==> config.mk <==
export PLATFORM = sky130hd
export DESIGN_NAME = cirq_ctrl
export DESIGN_NICKNAME = d
export VERILOG_FILES = /design/src/core/cirq_pkg.sv /design/src/core/cirq_sticky.sv /design/src/core/cirq_ctrl.sv
export SDC_FILE = /design/constraint.sdc
export NUM_CORES = 1
export LEC_CHECK = 0
export BUFFER_PORTS_ARGS = -buffer_cell sky130_fd_sc_hd__buf_4
export CAP_MARGIN = 20
export CORE_ASPECT_RATIO = 0.9
export CORE_MARGIN = 10
export CORE_UTILIZATION = 37
export DETAILED_ROUTE_END_ITERATION = 8
export GPL_TIMING_DRIVEN = 0
export MAX_ROUTING_LAYER = met4
export PLACE_DENSITY = 0.76
export SLEW_MARGIN = 15
export SYNTH_ARGS = -nofsm -noshare
export SYNTH_HDL_FRONTEND = slang
export SYNTH_SLANG_ARGS = --single-unit
==> constraint.sdc <==
create_clock -name sys_clk -period 1.49 [get_ports sys_clk]
set_clock_uncertainty 0.2 [all_clocks]
set_input_delay 0.0745 -clock sys_clk [delete_from_list [all_inputs] [get_ports sys_clk]]
set_output_delay 0.0745 -clock sys_clk [all_outputs]
set_load 0.01 [all_outputs]
==> src/core/cirq_pkg.sv <==
// constants and carrier types for the can interrupt and retransmit block
package cirq_pkg;

  // ************************************************************
  // register map (byte addresses on the apb bus)
  // ************************************************************
  localparam int ADDR_W = 12;
  localparam logic [ADDR_W-1:0] CTRL_OFS = 12'h000;
  localparam logic [ADDR_W-1:0] STAT_OFS = 12'h004;
  localparam logic [ADDR_W-1:0] MASK_OFS = 12'h008;
  localparam logic [ADDR_W-1:0] FLAG_OFS = 12'h00C;

  // ************************************************************
  // control register fields
  // ************************************************************
  localparam int CTRL_LINE_EN_BIT = 1;
  localparam int CTRL_STCHG_EN_BIT = 2;
  localparam int CTRL_ERR_EN_BIT = 3;
  localparam int CTRL_RSVD_BIT = 4;
  localparam int CTRL_RETX_DIS_BIT = 5;
  localparam logic CTRL_LINE_EN_RST = 1'h0;
  localparam logic CTRL_STCHG_EN_RST = 1'h0;
  localparam logic CTRL_ERR_EN_RST = 1'h0;
  localparam logic CTRL_RETX_DIS_RST = 1'h0;

  // ************************************************************
  // interrupt status and mask fields (same layout)
  // ************************************************************
  localparam int EV_N = 4;
  localparam int EV_TXOK_BIT = 0;
  localparam int EV_BERR_BIT = 1;
  localparam int EV_BUSOFF_BIT = 2;
  localparam int EV_WARN_BIT = 3;
  localparam logic [EV_N-1:0] STAT_RST = 4'h0;
  localparam logic [EV_N-1:0] MASK_RST = 4'hF;

  // ************************************************************
  // flag readback fields
  // ************************************************************
  localparam int FLAG_BUSOFF_BIT = 0;
  localparam int FLAG_WARN_BIT = 1;
  localparam int FLAG_IRQ_BIT = 2;

  // ************************************************************
  // carrier types
  // ************************************************************
  typedef struct packed {
    logic psel;
    logic penable;
    logic pwrite;
    logic [ADDR_W-1:0] paddr;
    logic [31:0] pwdata;
  } cirq_apb_req_t;

  typedef struct packed {
    logic [31:0] prdata;
    logic pready;
    logic pslverr;
  } cirq_apb_rsp_t;

  typedef struct packed {
    logic tx_done;
    logic bus_err;
    logic bus_off_flag;
    logic error_warning_flag;
  } cirq_can_ev_t;

endpackage : cirq_pkg

==> src/core/cirq_sticky.sv <==
// one sticky event bit, set by hardware, cleared by software
`timescale 1ns/100ps
module cirq_sticky
  import cirq_pkg::*;
(
  input wire logic sys_clk,
  input wire logic sys_rst,
  input wire logic sys_ce,
  input wire logic set,
  input wire logic clr,
  output logic flag
);

  // set beats clear so an event in the clearing cycle is kept
  always_ff @(posedge sys_clk) begin
    if (sys_rst) begin
      flag <= 1'b0;
    end else if (sys_ce) begin
      flag <= set | (flag & ~clr);
    end
  end

  set_wins_a: assert property (@(posedge sys_clk) disable iff (sys_rst)
    sys_ce && set |=> flag)
    else $error("sticky bit lost an event");

endmodule : cirq_sticky

==> src/core/cirq_ctrl.sv <==
// can interrupt enables, event status and retransmit control
// Operation
// - enabled line goes low while interrupts pending
// - line enable cleared holds line high
// - status enable: transfer done or bus error interrupts
// - status enable cleared: no status change interrupt
// - error enable: bus-off or warning change interrupts
// - error enable cleared: no error interrupt
// - error enable is bit 3, resets 0
// - retransmit disable is bit 5, resets 0
`timescale 1ns/100ps
module cirq_ctrl
  import cirq_pkg::*;
(
  input wire logic sys_clk,
  input wire logic sys_rst,
  input wire logic sys_ce,
  input wire cirq_apb_req_t apb_req,
  output cirq_apb_rsp_t apb_rsp,
  input wire cirq_can_ev_t can_ev,
  output logic can_irq_n,
  output logic irq,
  output logic retransmit_disable
);

  // ************************************************************
  // state
  // ************************************************************
  logic irq_line_enable_r;
  logic status_change_irq_enable_r;
  logic error_irq_enable_r;
  logic retransmit_disable_r;
  logic [EV_N-1:0] mask_r;
  logic [EV_N-1:0] status;
  logic busoff_prev_r;
  logic warn_prev_r;
  logic can_irq_n_r;
  logic irq_r;
  cirq_apb_rsp_t rsp_r;
  cirq_apb_rsp_t rsp_nxt;

  // ************************************************************
  // apb decode
  // ************************************************************
  logic acc_phase;
  logic done;
  logic wr;
  logic sel_ctrl;
  logic sel_stat;
  logic sel_mask;
  logic sel_flag;
  logic mapped;

  // access phase waits one cycle, transfer ends when pready is seen
  assign acc_phase = apb_req.psel & apb_req.penable;
  assign done = acc_phase & rsp_r.pready;
  assign wr = done & apb_req.pwrite;
  assign sel_ctrl = apb_req.paddr == CTRL_OFS;
  assign sel_stat = apb_req.paddr == STAT_OFS;
  assign sel_mask = apb_req.paddr == MASK_OFS;
  assign sel_flag = apb_req.paddr == FLAG_OFS;
  assign mapped = sel_ctrl | sel_stat | sel_mask | sel_flag;

  // ************************************************************
  // control register
  // ************************************************************
  // reserved bit 4 has no storage at all, so it can never read back
  always_ff @(posedge sys_clk) begin
    if (sys_rst) begin
      irq_line_enable_r <= CTRL_LINE_EN_RST;
      status_change_irq_enable_r <= CTRL_STCHG_EN_RST;
      error_irq_enable_r <= CTRL_ERR_EN_RST;
      retransmit_disable_r <= CTRL_RETX_DIS_RST;
    end else if (sys_ce && wr && sel_ctrl) begin
      irq_line_enable_r <= apb_req.pwdata[CTRL_LINE_EN_BIT];
      status_change_irq_enable_r <= apb_req.pwdata[CTRL_STCHG_EN_BIT];
      error_irq_enable_r <= apb_req.pwdata[CTRL_ERR_EN_BIT];
      retransmit_disable_r <= apb_req.pwdata[CTRL_RETX_DIS_BIT];
    end
  end

  // mask register, all sources unmasked after reset
  always_ff @(posedge sys_clk) begin
    if (sys_rst) begin
      mask_r <= MASK_RST;
    end else if (sys_ce && wr && sel_mask) begin
      mask_r <= apb_req.pwdata[EV_N-1:0];
    end
  end

  // ************************************************************
  // event capture
  // ************************************************************
  logic busoff_chg;
  logic warn_chg;
  logic [EV_N-1:0] ev_set;
  logic [EV_N-1:0] ev_clr;

  // previous flag values; a flag high at reset counts as a change
  always_ff @(posedge sys_clk) begin
    if (sys_rst) begin
      busoff_prev_r <= 1'b0;
      warn_prev_r <= 1'b0;
    end else if (sys_ce) begin
      busoff_prev_r <= can_ev.bus_off_flag;
      warn_prev_r <= can_ev.error_warning_flag;
    end
  end

  assign busoff_chg = can_ev.bus_off_flag ^ busoff_prev_r;
  assign warn_chg = can_ev.error_warning_flag ^ warn_prev_r;

  // enables gate the setting of sticky bits, not their readout
  always_comb begin
    ev_set = '0;
    ev_set[EV_TXOK_BIT] = status_change_irq_enable_r
      & can_ev.tx_done;
    ev_set[EV_BERR_BIT] = status_change_irq_enable_r
      & can_ev.bus_err;
    ev_set[EV_BUSOFF_BIT] = error_irq_enable_r & busoff_chg;
    ev_set[EV_WARN_BIT] = error_irq_enable_r & warn_chg;
  end

  // write one to clear
  assign ev_clr = (wr && sel_stat) ? apb_req.pwdata[EV_N-1:0] : '0;

  genvar gi;
  generate
    for (gi = 0; gi < EV_N; gi++) begin : g_stat
      cirq_sticky u_sticky (
        .sys_clk(sys_clk),
        .sys_rst(sys_rst),
        .sys_ce(sys_ce),
        .set(ev_set[gi]),
        .clr(ev_clr[gi]),
        .flag(status[gi])
      );
    end
  endgenerate

  // ************************************************************
  // interrupt outputs
  // ************************************************************
  logic pending;

  assign pending = |(status & mask_r);

  // line stays low until every unmasked pending bit is cleared or the line enable is cleared
  always_ff @(posedge sys_clk) begin
    if (sys_rst) begin
      can_irq_n_r <= 1'b1;
      irq_r <= 1'b0;
    end else if (sys_ce) begin
      can_irq_n_r <= ~(irq_line_enable_r & pending);
      irq_r <= pending;
    end
  end

  // ************************************************************
  // apb response
  // ************************************************************
  always_comb begin
    rsp_nxt = '0;
    rsp_nxt.pready = acc_phase & ~rsp_r.pready;
    if (acc_phase && !rsp_r.pready) begin
      rsp_nxt.pslverr = ~mapped;
      if (!apb_req.pwrite) begin
        if (sel_ctrl) begin
          rsp_nxt.prdata[CTRL_LINE_EN_BIT] = irq_line_enable_r;
          rsp_nxt.prdata[CTRL_STCHG_EN_BIT] = status_change_irq_enable_r;
          rsp_nxt.prdata[CTRL_ERR_EN_BIT] = error_irq_enable_r;
          rsp_nxt.prdata[CTRL_RSVD_BIT] = 1'b0;
          rsp_nxt.prdata[CTRL_RETX_DIS_BIT] = retransmit_disable_r;
        end else if (sel_stat) begin
          rsp_nxt.prdata[EV_N-1:0] = status;
        end else if (sel_mask) begin
          rsp_nxt.prdata[EV_N-1:0] = mask_r;
        end else if (sel_flag) begin
          rsp_nxt.prdata[FLAG_BUSOFF_BIT] = can_ev.bus_off_flag;
          rsp_nxt.prdata[FLAG_WARN_BIT] = can_ev.error_warning_flag;
          rsp_nxt.prdata[FLAG_IRQ_BIT] = ~can_irq_n_r;
        end
      end
    end
  end

  // response frozen with the rest when the clock enable is low
  always_ff @(posedge sys_clk) begin
    if (sys_rst) begin
      rsp_r <= '0;
    end else if (sys_ce) begin
      rsp_r <= rsp_nxt;
    end
  end

  assign apb_rsp = rsp_r;
  assign can_irq_n = can_irq_n_r;
  assign irq = irq_r;
  assign retransmit_disable = retransmit_disable_r;

  // ************************************************************
  // checks
  // ************************************************************
  line_low_a: assert property (@(posedge sys_clk)
    disable iff (sys_rst)
    sys_ce && irq_line_enable_r && pending |=> !can_irq_n)
    else $error("interrupt line not low while pending");

  line_held_a: assert property (@(posedge sys_clk)
    disable iff (sys_rst)
    !can_irq_n && irq_line_enable_r && pending && !(wr && sel_ctrl)
    |=> !can_irq_n)
    else $error("interrupt line released while pending");

  line_high_a: assert property (@(posedge sys_clk)
    disable iff (sys_rst)
    sys_ce && !irq_line_enable_r |=> can_irq_n)
    else $error("interrupt line low while disabled");

  sc_set_a: assert property (@(posedge sys_clk)
    disable iff (sys_rst)
    sys_ce && status_change_irq_enable_r && (can_ev.tx_done || can_ev.bus_err)
    |=> status[EV_TXOK_BIT] || status[EV_BERR_BIT])
    else $error("status change event not recorded");

  txok_set_a: assert property (@(posedge sys_clk)
    disable iff (sys_rst)
    sys_ce && status_change_irq_enable_r && can_ev.tx_done
    |=> status[EV_TXOK_BIT])
    else $error("completed transfer not recorded");

  berr_set_a: assert property (@(posedge sys_clk)
    disable iff (sys_rst)
    sys_ce && status_change_irq_enable_r && can_ev.bus_err
    |=> status[EV_BERR_BIT])
    else $error("bus error not recorded");

  sc_quiet_a: assert property (@(posedge sys_clk)
    disable iff (sys_rst)
    !status_change_irq_enable_r && !status[EV_TXOK_BIT]
    |=> !status[EV_TXOK_BIT])
    else $error("status change raised while disabled");

  berr_quiet_a: assert property (@(posedge sys_clk)
    disable iff (sys_rst)
    !status_change_irq_enable_r && !status[EV_BERR_BIT]
    |=> !status[EV_BERR_BIT])
    else $error("bus error raised while disabled");

  err_set_a: assert property (@(posedge sys_clk)
    disable iff (sys_rst)
    sys_ce && error_irq_enable_r && can_ev.bus_off_flag != busoff_prev_r
    |=> status[EV_BUSOFF_BIT])
    else $error("bus-off change not recorded");

  warn_set_a: assert property (@(posedge sys_clk)
    disable iff (sys_rst)
    sys_ce && error_irq_enable_r && can_ev.error_warning_flag != warn_prev_r
    |=> status[EV_WARN_BIT])
    else $error("warning change not recorded");

  err_quiet_a: assert property (@(posedge sys_clk)
    disable iff (sys_rst)
    !error_irq_enable_r && !status[EV_WARN_BIT]
    |=> !status[EV_WARN_BIT])
    else $error("error interrupt raised while disabled");

  busoff_quiet_a: assert property (@(posedge sys_clk)
    disable iff (sys_rst)
    !error_irq_enable_r && !status[EV_BUSOFF_BIT]
    |=> !status[EV_BUSOFF_BIT])
    else $error("bus-off interrupt raised while disabled");

  err_en_reset_a: assert property (@(posedge sys_clk)
    $past(sys_rst) |-> !error_irq_enable_r && !retransmit_disable)
    else $error("control bits not zero after reset");

  retx_write_a: assert property (@(posedge sys_clk)
    disable iff (sys_rst)
    sys_ce && wr && sel_ctrl
    |=> retransmit_disable == $past(apb_req.pwdata[CTRL_RETX_DIS_BIT]))
    else $error("retransmit disable not written");

  rsvd_zero_a: assert property (@(posedge sys_clk)
    disable iff (sys_rst)
    sys_ce && acc_phase && !rsp_r.pready && !apb_req.pwrite && sel_ctrl
    |=> apb_rsp.pready && !apb_rsp.prdata[CTRL_RSVD_BIT])
    else $error("reserved control bit reads nonzero");

  // the level output is not gated by the line enable
  irq_level_a: assert property (@(posedge sys_clk)
    disable iff (sys_rst)
    sys_ce |=> irq == $past(pending))
    else $error("interrupt level does not follow pending status");

  slverr_a: assert property (@(posedge sys_clk)
    disable iff (sys_rst)
    sys_ce && acc_phase && !rsp_r.pready && !mapped
    |=> apb_rsp.pready && apb_rsp.pslverr)
    else $error("unmapped access not flagged");

  ready_pulse_a: assert property (@(posedge sys_clk)
    disable iff (sys_rst)
    sys_ce && apb_rsp.pready |=> !apb_rsp.pready)
    else $error("ready held longer than one cycle");

  // a stalled block must not drift, or software sees stale answers
  ce_freeze_a: assert property (@(posedge sys_clk)
    disable iff (sys_rst)
    !sys_ce |=> $stable(status) && $stable(mask_r) && $stable(rsp_r)
      && $stable(can_irq_n_r) && $stable(irq_line_enable_r))
    else $error("state moved while clock enable low");

endmodule : cirq_ctrl

Word level (Yosys, flattened, before mapping)
Index checks and enable logic that the tools add are counted.
Widths: inputs -> output; s select.

operators by class
  $add $sub $neg = 0
  $mul = 0
  divide/modulo/power cells = 0
  $lt $le $gt $ge = 0
  equal/unequal tests = 3
  shift operators = 0
  mux-type cells = 11
  bitwise gates (word level) = 31
  reduce and logical (&&, ||, !) cells = 8

operators by type and width
  operator             count
  $eq 12x4->1 const B  2
  $and 1x1->1          13
  $eq 12x3->1 const B  1
  $logic_not 12->1     1
  $mux 6               2
  $mux 3               3
  $mux 4               2
  $not 1->1            8
  $or 1x1->1           7
  $logic_and 1x1->1    5
  $and 4x4->4          1
  $reduce_or 4->1      1
  $mux 1               3
  $mux 2               1
  $xor 1x1->1          2
  $logic_not 1->1      1

word-level totals
  bits in registers = 24
  bits in latches = 0
  bits in writable memories = 0
  bits in read-only memories = 0
  input bits = 54
  memories kept = 0

Logic depth before layout (Yosys ltp)
Gate-level depths: netlist (run 1).

  word-level depth = 8
  depth in mapped cells = 5
  gate-level depth less buffers = 4

Modules after synthesis
Synthesis (run 1) repeated with hierarchy kept, for this count alone.

second synthesis, totals
  cells, all modules = 153
  area, all modules = 1388.8 um^2

modules (own cells, without submodules)
  module       times used  cells an instance  area each (um^2)  seq. area each (um^2)
  cirq_ctrl    1           137                1218.7            380.4
  cirq_sticky  4           4                  42.5              20.0

Least setup slack after synthesis (run 1)
OpenSTA, ideal clock, no wires.

  path kind = input to register
  start point = input apb_req[43] (netlist name)
  end point = register mask_r[0]
  arrival time = 1279 ps
  path slack = -61 ps
  stages on the path = 4
  path through = nor4_1 -> nand3_1 -> nor3_1 -> mux2i_1

on the way
  cells in the longest elaborated chain, start to end = 2

RTL lines
  element                 line             text
  start: declaration      cirq_ctrl.sv:18  input wire cirq_apb_req_t apb_req,
  $eq 12x4->1             cirq_ctrl.sv:60  assign sel_mask = apb_req.paddr == MASK_OFS;
  $logic_and 1x1->1       cirq_ctrl.sv:86  end else if (sys_ce && wr && sel_mask) begin
  end signal: assignment  cirq_ctrl.sv:87  mask_r <= apb_req.pwdata[EV_N-1:0];
  end: declaration        cirq_ctrl.sv:33  logic [EV_N-1:0] mask_r;

Every way passes these cells.
A chain may end at the register's enable or synchronous reset.

Worst setup path after layout (run 1)
  start point = register rsp_r (netlist bit apb_rsp[1])
  end point = register rsp_r (netlist bit apb_rsp[4])

on the way
  cells in the longest elaborated chain, start to end = 3

RTL lines
  element                   line              text
  start: declaration        cirq_ctrl.sv:39   cirq_apb_rsp_t rsp_r;
  start signal: assignment  cirq_ctrl.sv:192  rsp_r <= rsp_nxt;
  $logic_not 1->1           cirq_ctrl.sv:165  if (acc_phase && !rsp_r.pready) begin
  $logic_and 1x1->1         cirq_ctrl.sv:165
  $mux 6                    cirq_ctrl.sv:165

Every way passes these cells.

==> results of run 1 <==
[cell usage in the layout (no fill, tap or decap), drive strengths merged]
master,n
nor3,5
xor2,2
a21oi,5
o22ai,3
nor4,2
a311oi,2
a2bb2oi,2
or4,1
mux2i,10
nand2,9
nor2,16
o21ai,6
dfxtp,23
nand2b,12
a22o,1
nand4b,2
buf,67
conb,27
inv,4
o31ai,2
o311ai,1
dlygate4sd3,10
nand4bb,1
nand3,4
clkbuf,8
a31oi,3
mux2,1
a221oi,1
a211oi,1
and2,1
or2b,1
and3,1
[report_power, final]
group | switching (uW) | internal [uW] | total (uW)
clock | 197 | 191 | 388
sequential | 4.09 | 621 | 625
combinational | 121 | 141 | 262
[layer usage]
layer  part of all wire, %  global-route usage (%)  up-vias
met3                    13                    5.07        6
met4                  0.64                    1.00        0
met5                     0                       -        -
li1                      -                       -      646
met1                    39                    12.9      558
met2                    48                    17.7       71
[stage by stage]
step / hold slack [ns] / cells / area, um2 / setup WS, ns
final: -0.0806 / 278 / 1950 / 0.00176
after detailed placement: 0.0893 / 260 / 1720 / -0.455
after CTS: -0.0777 / 278 / 1920 / 0.00185
after floorplan: -0.0151 / 182 / 1410 / -0.0178
after global routing: -0.0636 / 278 / 1950 / -0.0332
after global placement: 0.0842 / 260 / 1720 / -0.438
[critical path: cells and delay by family (launching register included)]
kind / cells / cell delay [ns]
flops: 1 / 0.34
simple gates: 2 / 0.65
compound gates: 1 / 0.22
[timing repair]
item,in CTS,in global routing
buffers inserted,3,1
pin swaps,3,1
setup endpoints to repair,14,10
hold endpoints to repair,22,5
gates resized for setup,3,8
[worst max path at each step]
stage | start | depth (start not counted) | end
detailed placement | apb_req[43] | 5 | g_stat[3].u_sticky.flag
global placement | apb_req[43] | 5 | g_stat[2].u_sticky.flag
CTS | apb_rsp[1] | 3 | mask_r[2]
floorplan | apb_rsp[1] | 3 | apb_rsp[3]
global route | apb_rsp[1] | 3 | apb_rsp[4]
finish | apb_rsp[1] | 3 | apb_rsp[4]
[cells by family after synthesis]
group	after synthesis	share of synthesized area, %
AND/OR/NAND/NOR	55	22.4
flip-flops	23	35.4
AO/OA/AOI/OAI	27	13.5
other	1	0.288
XOR/XNOR	2	1.35
multiplexers	11	8.55
buffers and inverters	37	18.5
[area by class of cell]
cell class / instances / area (um2) / area share [%]
multi-input cells: 122 / 764 / 39.1
flip-flops and latches: 23 / 462 / 23.6
repair buffers: 48 / 385 / 19.7
plain buffers: 33 / 226 / 11.6
well taps: 44 / 55.1 / 2.82
clock buffers: 4 / 45.0 / 2.31
inverters: 4 / 15.0 / 0.769
==> metrics.md, run 1 <==
| Metric | Value |
|---|---|
| Inserted Diodes | `0` |
| Core Util, Final | `57.8%` |
| Grt total ovfl | `0` |
| Cell Pwr Density | `652 nW/um2` |
| Distinct cells, synth | `34` |
| R2R Setup Slk | `0.002 ns` |
| CTS Buf Count | `3` |
| Share of post-route cells with drive strength above 1 | `34.2%` |
| FFs w/ async S/R, synth | `0%` |
| Critical Path AT | `1.47 ns` |
| CP Capture Type | `register` |
| Post-DP HPWL | `2.78 mm` |
| Filler Cells Inserted | `325` |
| Rows | `20` |
| Setup_tns | `0 ns` |
| Max-cap violations | `0` |
| Crit path largest cell delay | `0.46 ns` |
| RSZ-0062 raised after global routing | `yes` |
| Setup-failing EPs final | `0` |
| Max FFs per register | `7` |
| Pins Over Slew Limit | `0` |
| Antenna Nets Post-Route | `0` |
| H-Tree Level Count | `1` |
| Buffer levels on the longest clock path | `2` |
| Syn avg cell area | `8.35 um2` |
| Final Critical Period | `1.49 ns` |
| TritonCTS clock tree | `yes` |
| Worst R2R Path Depth | `3` |
| Via Count | `1281` |
| Core area | `3380 um2` |
| GRT Total Usage | `11.1%` |
| Gpl congestion | `0.802` |
| Starting Density | `38.6%` |
| Crit-path max FO | `4` |
| Hold path start | `sys_rst` |
| Drt drc | `0` |
| Top-area cell type share of the netlist area | `35.4%` |
| Maximum clock frequency | `672 MHz` |
| Die X | `82.5 um` |
| WHS Path Cells | `3` |
| Post-DR wirelength/cell | `12.9 um` |
| Antenna violations before repair | `0` |
| Fin. Hold Viols | `5` |
| I/O pin count | `91` |
| Violated checks | `negative hold slack` |
| IO buf count | `34` |
| Power Total | `1270 uW` |
| CTS sink count | `23` |
| Worst-Skew Late Latency | `0.26 ns` |
| Worst hold slack | `-0.0806 ns` |
| Hold Buf Count CTS | `11` |
| Vias per cell | `4.61` |
| #FFs+latches synth | `23` |
| RR Endpoint | `apb_rsp[4]` |
| Crit Reg-Reg Startpoint | `apb_rsp[1]` |
| Max rail drop VDD | `481 uV` |
| WP data required | `1.48 ns` |
| Leakage Power | `0.000890 uW` |
| Vias in the first global route | `1226` |
| Synth top area cells | `dfxtp_1, buf_4, mux2i_1` |
| Die area | `6300 um2` |
| Main synth FF type | `dfxtp_1` |
| CTS root buffer | `clkbuf_8` |
| Final WL | `3.59 mm` |
| Fin nets | `289` |
| Synth warn | `0` |
| Worst Hold Endpoint | `apb_rsp[3]` |
| Leading area contributor after synthesis | `dfxtp_1` |
| Largest net degree at the start of global routing | `13` |
| Critical-path cell list | `nand4b_1 > or4_4 > o31ai_1` |
| Router iterations before antenna repair | `4` |
| Top-count cell post-synth | `buf_4` |
| Critical path type | `register to register` |
| Sequential area share after synthesis | `35.4%` |
| Startpoint class of the critical path | `register` |
| First DRT Iteration DRCs | `142` |
| Synth cell count leaders | `buf_4, dfxtp_1, nor2_1` |
| Post-synth design cell area | `1300 um2` |
| Worst-path clk slew | `0.08 ns` |
| Post-synth EDFFs | `0` |
| Worst path slowest cell | `or4_4` |
| Run status | `complete, but fails checks` |
| Worst hold path type | `primary input to register` |
| Final Cycle Share | `99.9%` |
| Area grow syn2layout | `50.0%` |
| Global-route wire length before repair | `5.60 mm` |
| Die Ht | `76.3 um` |
| Synthesized instance count | `156` |
Note: power is estimated with default switching activity, not from simulation.
==> run 2: changes to the inputs <==
- REMOVE_ABC_BUFFERS: unset -> 1
==> metrics.md, run 2 (synthesized netlist as in run 1, its figures left out) <==
| Metric | Value |
|---|---|
| Critical-path cell list | `buf_4 > dlygate4sd3_1 > or4_4 > o31ai_1` |
| CTS sink count | `23 (unchanged)` |
| Setup-failing EPs final | `3 (+3)` |
| IO buf count | `36 (+5.9%)` |
| Final setup margin | `-0.0701 ns (-0.0718 ns)` |
| Final Critical Period | `1.56 ns (+0.0718 ns)` |
| Share of post-route cells with drive strength above 1 | `23.3% (-11 points)` |
| Kind of cell adding the most delay to the critical path | `buffers and inverters` |
| Rows | `20 (unchanged)` |
| Grt total ovfl | `0 (unchanged)` |
| Most frequent cells in the layout | `buf_4, conb_1, dfxtp_1` |
| Post-DR wirelength/cell | `14.4 um (+12%)` |
| Antenna violations before repair | `0 (unchanged)` |
| H-Tree Level Count | `1 (unchanged)` |
| Die area | `6300 um2 (unchanged)` |
| TritonCTS clock tree | `yes` |
| Most common cell after layout, fill and taps aside | `buf_4` |
| CP bufs+invs | `2 (+2)` |
| Buffer levels on the longest clock path | `2 (unchanged)` |
| GRT Total Usage | `11.3% (+0.23 points)` |
| CTS root buffer | `clkbuf_8` |
| Worst hold slack | `-0.0259 ns (+0.0547 ns)` |
| Die X | `82.5 um (unchanged)` |
| Maximum clock frequency | `641 MHz (-4.6%)` |
| Filler Cells Inserted | `324 (-0.31%)` |
| Setup_tns | `-0.105 ns (-0.105 ns)` |
| First DRT Iteration DRCs | `121 (-15%)` |
| Final Cycle Share | `105% (+4.8 points)` |
| Worst hold path type | `primary input to register` |
| Via Count | `1188 (-7.3%)` |
| Area grow syn2layout | `36.4%` |
| Max-cap violations | `0 (unchanged)` |
| Cell Pwr Density | `693 nW/um2 (+6.2%)` |
| Leakage Power | `0.000753 uW (-15%)` |
| Router iterations before antenna repair | `4 (unchanged)` |
| Critical Path AT | `1.55 ns (+0.08 ns)` |
| Global-route wire length before repair | `5.56 mm (-0.61%)` |
| Fin nets | `265 (-8.3%)` |
| # placed instances | `229 (-12%)` |
| Max FFs per register | `7 (unchanged)` |
| Core area | `3380 um2 (unchanged)` |
| Startpoint class of the critical path | `primary input` |
| I/O pin count | `91 (unchanged)` |
| Run status | `complete, but fails checks` |
| Core Util, Final | `52.6% (-5.2 points)` |
| Finished Layout Cells | `254 (-8.6%)` |
| RSZ-0062 raised after global routing | `yes` |
| Post-DP HPWL | `2.54 mm (-8.8%)` |
| Vias in the first global route | `1175 (-4.2%)` |
| CP Capture Type | `register` |
| Vias per cell | `4.68 (+1.5%)` |
| Max rail drop VDD | `328 uV (-32%)` |
| Antenna Nets Post-Route | `0 (unchanged)` |
| Drt drc | `0 (unchanged)` |
| Crit path largest cell delay | `0.57 ns (+0.11 ns)` |
| Gpl congestion | `0.800 (-0.24%)` |
| R2R Setup Slk | `-0.05 ns (-0.05 ns)` |
| Critical path type | `primary input to register` |
| Final WL | `3.66 mm (+2.0%)` |
| Worst-path clk slew | `0.08 ns (about the same)` |
| Pins Over Slew Limit | `0 (unchanged)` |
| Violated checks | `negative hold slack, negative setup slack` |
| Worst-Skew Late Latency | `0.27 ns (about the same)` |
| CTS Buf Count | `3 (unchanged)` |
| Largest net degree at the start of global routing | `13 (unchanged)` |
| Worst path slowest cell | `dlygate4sd3_1` |
| Die Ht | `76.3 um (unchanged)` |
| Power Total | `1230 uW (-3.4%)` |
| Starting Density | `38.6% (unchanged)` |
| Fin. Hold Viols | `7 (+2)` |
| Inserted Diodes | `0 (unchanged)` |
| WP data required | `1.48 ns (about the same)` |
| Crit-path max FO | `4 (unchanged)` |
[run 2: path summary, 6_finish.rpt]
path / from / end / cells after the start
worst max-delay path: apb_req[44] / apb_rsp[4] / 4
worst min-delay path: apb_req[45] / apb_rsp[1] / 3
worst max register to register: apb_rsp[1] / apb_rsp[4] / 3
worst min register to register: apb_rsp[2] / apb_rsp[2] / 2
[run 2: area by class of cell]
class | instances | area, um2 | share of cell area (%)
multi-input combinational | 122 | 727 | 40.9
sequential | 23 | 462 | 26.0
tap | 44 | 55.1 | 3.10
inverter | 4 | 15.0 | 0.845
clock buffer | 4 | 45.0 | 2.54
timing repair buffer | 57 | 473 | 26.6
[run 2: where the power goes]
group / internal (uW) / switching, uW
logic: 103 / 111
registers: 621 / 3.76
clock network: 191 / 202
[run 2: metrics by stage]
stage / cell area, um2 / setup WS (ns)
3_3_place_gp: 1500 / -0.534
3_5_place_dp: 1500 / -0.541
6_report: 1780 / -0.0701
2_1_floorplan: 1170 / -0.0608
4_1_cts: 1760 / -0.0567
5_1_grt: 1780 / -0.0995
[run 2: what timing repair did]
action | in CTS | in global routing
buffers inserted | 3 | 0
endpoints found under the hold margin | 23 | 7
endpoints found under the setup margin | 15 | 11
resized for setup | 5 | 2
pin swaps | 2 | 0
hold buffers | 17 | 1
[run 2: tightest hold or removal path, cell delays in order]
cell and delay, ns:
buf_4 0.11, nand4b_1 0.14, a21oi_1 0.08
[run 2: per-layer routing]
| layer | part of all wire [%] | vias to the layer above | GRT usage, % |
|---|---|---|---|
| li1 | - | 597 | - |
| met1 | 41 | 532 | 12.5 |
| met2 | 46 | 52 | 18.1 |
| met3 | 11 | 7 | 4.01 |
| met4 | 2.2 | 0 | 4.35 |
| met5 | 0 | - | - |
